[config.mk]
export PLATFORM = sky130hd
export DESIGN_NAME = serial_port_config_regs
export DESIGN_NICKNAME = d
export VERILOG_FILES = /design/src/design/spi_cfg_pkg.sv /design/src/design/pin_sync_if.sv /design/src/design/serial_port_config_regs.sv /design/src/design/pin_sync3.sv /design/src/design/pin_front.sv
export VERILOG_INCLUDE_DIRS = /design/src /design/src/design
export SDC_FILE = /design/constraint.sdc
export NUM_CORES = 1
export LEC_CHECK = 0
export ABC_AREA = 1
export BUFFER_PORTS_ARGS = -buffer_cell sky130_fd_sc_hd__buf_4
export CAP_MARGIN = 10
export CORE_UTILIZATION = 25
export DETAILED_ROUTE_END_ITERATION = 16
export PLACE_DENSITY = 0.38
export SLEW_MARGIN = 20
export SYNTH_ARGS = -nofsm -noshare
export SYNTH_HDL_FRONTEND = slang
export SYNTH_SLANG_ARGS = --single-unit
[constraint.sdc]
create_clock -name core_clk_i -period 4.1 [get_ports core_clk_i]
set_input_delay 0.615 -clock core_clk_i [delete_from_list [all_inputs] [get_ports core_clk_i]]
set_output_delay 0.615 -clock core_clk_i [all_outputs]
set_load 0.02 [all_outputs]
[src/design/spi_cfg_map.svh]
// Register map constants of the serial port configuration block.
// Assumes inclusion by bare name; definitions only.
`ifndef SPI_CFG_MAP_SVH
`define SPI_CFG_MAP_SVH

// ---------------------------------------------------------------
// Register offsets (12-bit serial address)
// ---------------------------------------------------------------
`define ADDR_PORT_CFG 12'h000
`define ADDR_VARIANT_ID 12'h003
`define ADDR_READBACK_SEL 12'h004
`define ADDR_UPDATE_ALL 12'h232

// ---------------------------------------------------------------
// Field positions of the port configuration, readback select and update registers
// ---------------------------------------------------------------
`define BIT_OUT_PIN_SEL 0
`define BIT_LSB_FIRST 1
`define BIT_SOFT_RESET 2
`define BIT_LONG_INSTR 3
`define BIT_READBACK_ACTIVE 0
`define BIT_UPDATE_ALL 0

// ---------------------------------------------------------------
// Reset values
// ---------------------------------------------------------------
`define RST_PORT_CFG 8'h18
`define RST_READBACK_SEL 8'h00
`define RST_UPDATE_ALL 8'h00
// Variant identifier; value is arbitrary
`define VARIANT_ID_VALUE 8'h5A

// ---------------------------------------------------------------
// Frame sizes
// ---------------------------------------------------------------
`define LONG_INSTR_BITS 16
`define SHORT_INSTR_BITS 8
`define DATA_BITS 8

`endif

[src/design/spi_cfg_pkg.sv]
// Types shared by the serial port configuration block.
// Assumes spi_cfg_map.svh constants are used alongside.
package spi_cfg_pkg;

    // Serial frame phases
    typedef enum logic [2:0] {
        PH_INSTR = 3'b001,
        PH_DATA = 3'b010,
        PH_IDLE = 3'b100
    } phase_t;

    // One register byte of the buffered/active pair
    typedef logic [7:0] byte_t;

endpackage

[src/design/pin_sync_if.sv]
// Carrier for synchronised serial port pin levels and edges.
// Assumes one clock domain shared by producer and consumer.
`timescale 1ns/1ps
`default_nettype none
interface pin_sync_if;
    logic csb_n; // Synchronised chip select, active low
    logic sclk_rise; // One-cycle pulse on serial clock rise
    logic sclk_fall; // One-cycle pulse on serial clock fall
    logic sdio; // Synchronised data in level
    modport src (output csb_n, output sclk_rise, output sclk_fall, output sdio);
    modport dst (input csb_n, input sclk_rise, input sclk_fall, input sdio);
endinterface
`default_nettype wire

[src/design/serial_port_config_regs.sv]
// Serial control port configuration, identification and readback registers.
// Assumes host drives chip select, serial clock (idle low) and data pins;
// bytes are written on rising edges, read data changes on falling edges.
`include "spi_cfg_map.svh"
`timescale 1ns/1ps
`default_nettype none
module serial_port_config_regs (
    input wire logic core_clk_i, // Core clock, 10 MHz
    input wire logic rst_i, // Async reset, active high
    input wire logic csb_n_i, // Chip select pin, active low
    input wire logic sclk_i, // Serial clock pin
    input wire logic sdio_i, // Bidirectional data pin, input side
    output logic sdio_o, // Bidirectional data pin, output side
    output logic sdio_oe_n_o, // Bidirectional pin drive, low drives
    output logic serial_output_pin_o, // Dedicated output pin data
    output logic serial_output_pin_oe_n_o, // Dedicated pin drive, low drives
    output logic [7:0] active_port_cfg_o, // Active configuration copy
    output logic [7:0] active_readback_sel_o, // Active readback select copy
    output logic soft_reset_o // Soft reset level to the core
);
    // ---------------------------------------------------------------
    // State
    // ---------------------------------------------------------------
    typedef struct packed {
        spi_cfg_pkg::phase_t ph; // Frame phase
        logic [4:0] cnt; // Bits in current field
        logic [15:0] sh; // Shift register
        logic rd; // Frame is a read
        logic [11:0] addr; // Current register address
        logic [7:0] rdb; // Read byte being shifted out
        logic drive; // Read data being driven
        logic dout; // Output bit
        spi_cfg_pkg::byte_t buf_cfg; // Buffered configuration
        spi_cfg_pkg::byte_t buf_rbs; // Buffered readback select
        spi_cfg_pkg::byte_t act_cfg; // Active configuration
        spi_cfg_pkg::byte_t act_rbs; // Active readback select
        logic sdio_oe_n; // Bidirectional pin enable
        logic sdo_oe_n; // Dedicated pin enable
    } regs_state_t;

    regs_state_t q, d;
    pin_sync_if sync ();

    // ---------------------------------------------------------------
    // Pin synchronisers
    // ---------------------------------------------------------------
    pin_front u_front (
        .core_clk_i(core_clk_i),
        .rst_i(rst_i),
        .csb_n_i(csb_n_i),
        .sclk_i(sclk_i),
        .sdio_i(sdio_i),
        .sync(sync)
    );

    // Readback mux for one register address
    function automatic logic [7:0] read_reg(input logic [11:0] a, input regs_state_t s);
        logic use_act;
        use_act = s.buf_rbs[`BIT_READBACK_ACTIVE];
        read_reg = 8'h00;
        unique case (a)
            `ADDR_PORT_CFG: read_reg = use_act ? s.act_cfg : s.buf_cfg;
            `ADDR_VARIANT_ID: read_reg = `VARIANT_ID_VALUE;
            `ADDR_READBACK_SEL: read_reg = use_act ? s.act_rbs : s.buf_rbs;
            default: read_reg = 8'h00;
        endcase
    endfunction

    // ---------------------------------------------------------------
    // Next-state logic
    // ---------------------------------------------------------------
    always_comb begin
        logic lsb;
        logic [15:0] ns;
        logic [7:0] wb;
        logic [11:0] ia;
        lsb = q.buf_cfg[`BIT_LSB_FIRST];
        ns = 16'h0000;
        wb = 8'h00;
        ia = 12'h000;
        d = q;
        if (sync.csb_n) begin
            // Deselected: end frame, release pins
            d.ph = spi_cfg_pkg::PH_INSTR;
            d.cnt = 5'h00;
            d.drive = 1'b0;
        end else if (sync.sclk_rise && q.ph != spi_cfg_pkg::PH_IDLE) begin
            // Shift in at the bit order chosen
            ns = lsb ? {sync.sdio, q.sh[15:1]} : {q.sh[14:0], sync.sdio};
            d.sh = ns;
            d.cnt = q.cnt + 5'h01;
            if (q.ph == spi_cfg_pkg::PH_INSTR && q.cnt == 5'(`LONG_INSTR_BITS - 1)) begin
                // Long instruction only; length bit read but not honoured
                // Either shift direction leaves the word in instruction order:
                // R/W on top, address in the low twelve bits
                ia = ns[11:0];
                d.rd = ns[15];
                d.addr = ia;
                d.ph = spi_cfg_pkg::PH_DATA;
                d.cnt = 5'h00;
                d.rdb = read_reg(d.addr, q);
            end else if (q.ph == spi_cfg_pkg::PH_DATA && q.cnt == 5'(`DATA_BITS - 1)) begin
                wb = lsb ? ns[15:8] : ns[7:0];
                d.cnt = 5'h00;
                if (!q.rd) begin
                    unique case (q.addr)
                        `ADDR_PORT_CFG: d.buf_cfg = wb;
                        `ADDR_READBACK_SEL: d.buf_rbs = wb;
                        `ADDR_UPDATE_ALL: begin
                            // Pulse only: copy buffered to active
                            if (wb[`BIT_UPDATE_ALL]) begin
                                d.act_cfg = q.buf_cfg;
                                d.act_rbs = q.buf_rbs;
                            end
                        end
                        default: ; // Identifier and unmapped: dropped
                    endcase
                end
                // Next address by bit order
                d.addr = lsb ? q.addr + 12'h001 : q.addr - 12'h001;
                d.rdb = read_reg(d.addr, d);
            end
        end else if (sync.sclk_fall && q.rd && q.ph == spi_cfg_pkg::PH_DATA) begin
            // Present next read bit on falling edge
            d.drive = 1'b1;
            d.dout = lsb ? q.rdb[q.cnt[2:0]] : q.rdb[3'h7 - q.cnt[2:0]];
        end
        // Pin selection for read data
        d.sdio_oe_n = ~(d.drive & ~q.buf_cfg[`BIT_OUT_PIN_SEL]);
        d.sdo_oe_n = ~(d.drive & q.buf_cfg[`BIT_OUT_PIN_SEL]);
        // Soft reset: defaults held while bit stays set; soft reset bit and bit 5 kept
        if (q.buf_cfg[`BIT_SOFT_RESET]) begin
            d.buf_cfg = {`RST_PORT_CFG} | (d.buf_cfg & 8'h24);
            d.buf_rbs = `RST_READBACK_SEL;
            d.act_cfg = `RST_PORT_CFG;
            d.act_rbs = `RST_READBACK_SEL;
        end
    end

    // ---------------------------------------------------------------
    // Registers
    // ---------------------------------------------------------------
    always_ff @(posedge core_clk_i or posedge rst_i) begin
        if (rst_i) begin
            q <= '{ph: spi_cfg_pkg::PH_INSTR, cnt: 5'h00, sh: 16'h0000, rd: 1'b0,
                   addr: 12'h000, rdb: 8'h00, drive: 1'b0, dout: 1'b0,
                   buf_cfg: `RST_PORT_CFG, buf_rbs: `RST_READBACK_SEL,
                   act_cfg: `RST_PORT_CFG, act_rbs: `RST_READBACK_SEL,
                   sdio_oe_n: 1'b1, sdo_oe_n: 1'b1};
        end else begin
            q <= d;
        end
    end

    // ---------------------------------------------------------------
    // Outputs straight from flip-flops
    // ---------------------------------------------------------------
    assign sdio_o = q.dout;
    assign sdio_oe_n_o = q.sdio_oe_n;
    assign serial_output_pin_o = q.dout;
    assign serial_output_pin_oe_n_o = q.sdo_oe_n;
    assign active_port_cfg_o = q.act_cfg;
    assign active_readback_sel_o = q.act_rbs;
    assign soft_reset_o = q.buf_cfg[`BIT_SOFT_RESET];
endmodule
`default_nettype wire

[src/design/pin_sync3.sv]
// Three-stage synchroniser for one pin; level changes once stage 2 and 3 agree.
// Assumes asynchronous pin input and core clock.
`timescale 1ns/1ps
`default_nettype none
module pin_sync3 #(
    parameter logic INIT = 1'b0 // Idle level after reset
) (
    input wire logic core_clk_i, // Core clock
    input wire logic rst_i, // Async reset, active high
    input wire logic pin_i, // Raw pin
    output logic level_o, // Filtered level
    output logic rise_o, // One-cycle rise pulse
    output logic fall_o // One-cycle fall pulse
);
    typedef struct packed {
        logic [2:0] st; // Shift stages
        logic lvl; // Accepted level
        logic rise; // Rise pulse
        logic fall; // Fall pulse
    } sync_state_t;

    sync_state_t q, d;

    // ---------------------------------------------------------------
    // Next state
    // ---------------------------------------------------------------
    always_comb begin
        d = q;
        d.st = {q.st[1:0], pin_i};
        d.rise = 1'b0;
        d.fall = 1'b0;
        // Accept change only when stage 2 and 3 agree
        if (q.st[1] == q.st[2] && q.st[2] != q.lvl) begin
            d.lvl = q.st[2];
            d.rise = q.st[2];
            d.fall = ~q.st[2];
        end
    end

    // ---------------------------------------------------------------
    // Registers
    // ---------------------------------------------------------------
    always_ff @(posedge core_clk_i or posedge rst_i) begin
        if (rst_i) begin
            q <= '{st: {3{INIT}}, lvl: INIT, rise: 1'b0, fall: 1'b0};
        end else begin
            q <= d;
        end
    end

    assign level_o = q.lvl;
    assign rise_o = q.rise;
    assign fall_o = q.fall;
endmodule
`default_nettype wire

[src/design/pin_front.sv]
// Pin front end: synchronises chip select, serial clock and data in.
// Assumes raw pins from the host controller.
`timescale 1ns/1ps
`default_nettype none
module pin_front (
    input wire logic core_clk_i, // Core clock
    input wire logic rst_i, // Async reset
    input wire logic csb_n_i, // Raw chip select
    input wire logic sclk_i, // Raw serial clock
    input wire logic sdio_i, // Raw data in
    pin_sync_if.src sync // Synchronised outputs
);
    // ---------------------------------------------------------------
    // One synchroniser per pin
    // ---------------------------------------------------------------
    pin_sync3 #(.INIT(1'b1)) u_cs (
        .core_clk_i(core_clk_i), .rst_i(rst_i), .pin_i(csb_n_i),
        .level_o(sync.csb_n), .rise_o(), .fall_o()
    );
    pin_sync3 #(.INIT(1'b0)) u_ck (
        .core_clk_i(core_clk_i), .rst_i(rst_i), .pin_i(sclk_i),
        .level_o(), .rise_o(sync.sclk_rise), .fall_o(sync.sclk_fall)
    );
    pin_sync3 #(.INIT(1'b0)) u_sd (
        .core_clk_i(core_clk_i), .rst_i(rst_i), .pin_i(sdio_i),
        .level_o(sync.sdio), .rise_o(), .fall_o()
    );
endmodule
`default_nettype wire

==> results.sh <==
export IMPL_synth_area_leaders="dfrtp_1 (34%), nand2_1 (15%), inv_1 (6.6%), o21ai_0 (6.3%), nand3_1 (5.6%)"
export IMPL_mappedNetlistArea_sq_um=6130
export IMPL_core_sq_um=23800
export IMPL_whs_ns=0.352
export IMPL_clock_power_share_pct=38.4
export IMPL_num_io_pins=26
export IMPL_area_growth_pct=11.0
export IMPL_maxCapViolCount=0
export IMPL_die_h_um=159
export IMPL_num_rows=56
export IMPL_drv_slew=0
export IMPL_n_antenna_cell=0
export IMPL_crit_fanout=22
export IMPL_synth_seq_cells=94
export IMPL_power_density_nw_per_um2=337
export IMPL_yosysWarnings=0
export IMPL_synth_cells=868
export IMPL_synth_common_cells="nand2_1 (249), inv_1 (108), dfrtp_1 (83)"
export IMPL_seq_area_frac_synth_pct=38.6
export IMPL_final_nets=884
export IMPL_wl_per_cell_um=17.2
export IMPL_combPwrFrac_pct=18.0
export IMPL_hold_viol_final=0
export IMPL_vias_per_cell=4.64
export IMPL_synth_flop_cell="dfrtp_1"
export IMPL_totalWireLength_um=20400
export IMPL_fin_ws_ns=0.569
export IMPL_hold_path_class="reg -> reg"
export IMPL_grt_pass1_vias=5406
export IMPL_dieArea_sq_um=25200
export IMPL_rr_worst_depth=7
export IMPL_synth_top_area_cell="dfrtp_1"
export IMPL_cp_slowest_stage_delay_ns=0.76
export IMPL_cpMostUsedCell="inv_1"
export IMPL_cpMaxStageDelayCell="nor2_1"
export IMPL_syn_area_per_cell_sq_um=7.07
export IMPL_overflow=0
export IMPL_cts_num_sinks=94
export IMPL_cts_tree="done"
export IMPL_setup_tns_ns=0
export IMPL_peakVddDrop_uv=191
export IMPL_fin_crit_sh_pct=86.1
export IMPL_drcViolationCount=0
export IMPL_power_leakage_nw=3.35
export IMPL_max_slew_worst_pin_slew_ns=0.998
export IMPL_cp_end_kind="flop"
export IMPL_worst_clock_skew_ns=0.00665
export IMPL_ant_nets=0
export IMPL_fmax_mhz=283
export IMPL_status="completed"
export IMPL_cts_resized=0
export IMPL_start_util_pct=25.8
export IMPL_place_gp_congestion=0.824
export IMPL_hold_buffers=0
export IMPL_track_usage_pct=17.3
export IMPL_fp_dieW_um=159
export IMPL_cts_htree_levels=3
export IMPL_dpl_hpwl_um=15000
export IMPL_cp_start_kind="flop"
export IMPL_worst_ep_required_time_ns=4.38
export IMPL_design_area_sq_um=6810
export IMPL_drive_above_1_share_pct=9.90
export IMPL_grt_setup_unrepaired="false"
export IMPL_sequentialPowerShare_pct=43.6
export IMPL_insertion_delay_ns=0.35
export IMPL_yosysMostFrequentCell="nand2_1"
export IMPL_p_sw_share_pct=31.7
export IMPL_clockBufferDepth=2
export IMPL_cts_buffers=9
export IMPL_path_clk_slew_ns=0.07
export IMPL_setup_viol=0
export IMPL_crit_arrival_ns=3.81
export IMPL_slew_headroom_pct=33.2
export IMPL_async_flop_share_pct=100
export IMPL_finalCriticalPeriod_ns=3.53
export IMPL_n_fill_cell=2656
export IMPL_place_ws_ns=0.471
export IMPL_synth_nets=888
export IMPL_crit_type="reg -> reg"
export IMPL_antenna_found_initial=0
export IMPL_drtPass1Iterations=5
export IMPL_synth_edf_count=0
export IMPL_p_sw_w=0.000728
export IMPL_drt_iter0_drc=384
export IMPL_grt_pass1_wl_um=32100
export IMPL_hold_depth=0
export IMPL_place_area_sq_um=6500
export IMPL_numPortBuffers=25
export IMPL_cts_root_buf="clkbuf_16"
export IMPL_ys_types=43
export IMPL_crit_chain="nor2_1, inv_1, nor2_2, buf_4, nand2_1, o22ai_1, inv_1"
export IMPL_vias=5518
export IMPL_p_int_w=0.00157
export IMPL_grt_max_degree=52
export IMPL_cts_setup_buffers=0
export IMPL_yosysTopAreaCellShare_pct=33.9
registers in the layout, indices dropped and copies added (netlist names):
signal / flops
q: 60
active_port_cfg_o: 8
active_readback_sel_o: 8
u_front.u_ck.d: 2
u_front.u_cs.d: 2
u_front.u_sd.d: 2
sdio_o: 1
sdio_oe_n_o: 1
serial_output_pin_oe_n_o: 1
soft_reset_o: 1
u_front.u_ck.fall_o: 1
u_front.u_ck.level_o: 1
u_front.u_ck.q: 1
u_front.u_ck.rise_o: 1
u_front.u_cs.level_o: 1
u_front.u_cs.q: 1
u_front.u_sd.level_o: 1
u_front.u_sd.q: 1
cell type report:
| class | count | area (sq um) | area share [%] |
|---|---|---|---|
| inverter | 111 | 419 | 6.15 |
| sequential | 94 | 2370 | 34.7 |
| clock inverter | 7 | 80.1 | 1.18 |
| clock buffer | 9 | 225 | 3.31 |
| timing repair buffer | 33 | 248 | 3.64 |
| multi-input combinational | 615 | 3070 | 45.1 |
| tap | 319 | 399 | 5.86 |
layer usage:
| metal | vias up | track usage [%] | wire, um |
|---|---|---|---|
| met2 | 81 | 26.0 | 8970 |
| met4 | 0 | 4.44 | 248 |
| met3 | 14 | 2.01 | 523 |
| met1 | 2599 | 25.8 | 10700 |
| li1 | 2824 | - | - |
| met5 | - | 0 | 0 |
critical path: cells and delay by family, from the launching register on:
family / cells / cell delay [ns]
AND/OR/NAND/NOR: 3 / 1.76
buffers and inverters: 3 / 0.93
flip-flops: 1 / 0.40
AO/OA/AOI/OAI: 1 / 0.35
final timing paths:
check                           slack, ns              endpoint                  from
worst max-delay path                 0.57  active_port_cfg_o[3]  u_front.u_cs.level_o
worst min-delay path                 0.35     u_front.u_sd.d[5]     u_front.u_sd.d[4]
worst max register to register       0.57  active_port_cfg_o[3]  u_front.u_cs.level_o
worst min register to register       0.35     u_front.u_sd.d[5]     u_front.u_sd.d[4]
max in group asynchronous            2.86                 q[30]                 rst_i
min in group asynchronous            0.37  u_front.u_ck.level_o                 rst_i
power by group through the flow:
stage	Combinational, W	Clock (W)	Sequential [W]
final	0.000414	0.000881	0.00100
after global routing	0.000464	0.000952	0.00101
after CTS	0.000418	0.000920	0.00100
after detailed placement	0.000416	0	0.00102
after global placement	0.000419	0	0.00102
after floorplan	0.000286	0	0.00101
per-stage QoR:
step / util, % / total power, W / std cells
3_3_place_gp: 27.4 / 0.00144 / 1172
2_1_floorplan: - / 0.00129 / 868
5_1_grt: 28.7 / 0.00243 / 1188
3_5_place_dp: 27.4 / 0.00144 / 1172
4_1_cts: 28.7 / 0.00234 / 1188
6_report: 28.7 / 0.00230 / 1188
cell families after synthesis:
| logic type | Yosys count | share of synthesized area [%] |
|---|---|---|
| AND/OR/NAND/NOR | 422 | 30.3 |
| flip-flops | 94 | 38.6 |
| XOR/XNOR | 3 | 0.428 |
| buffers and inverters | 159 | 11.3 |
| AO/OA/AOI/OAI | 173 | 15.8 |
| adder cells (fa/ha/maj) | 17 | 3.51 |
placed cells by master, fill, tap and decap left out, drive strengths merged, types with 5 or more instances in the layout:
cell type  instances
nand2            250
inv              114
o21ai             89
dfrtp             83
nand3             73
nor2              59
a21oi             39
buf               33
o22ai             26
nor3              16
ha                14
nand4             13
dfstp             11
clkbuf             9
o211ai             5
nand3b             5
No activity file was read; power rests on OpenSTA's default activity.
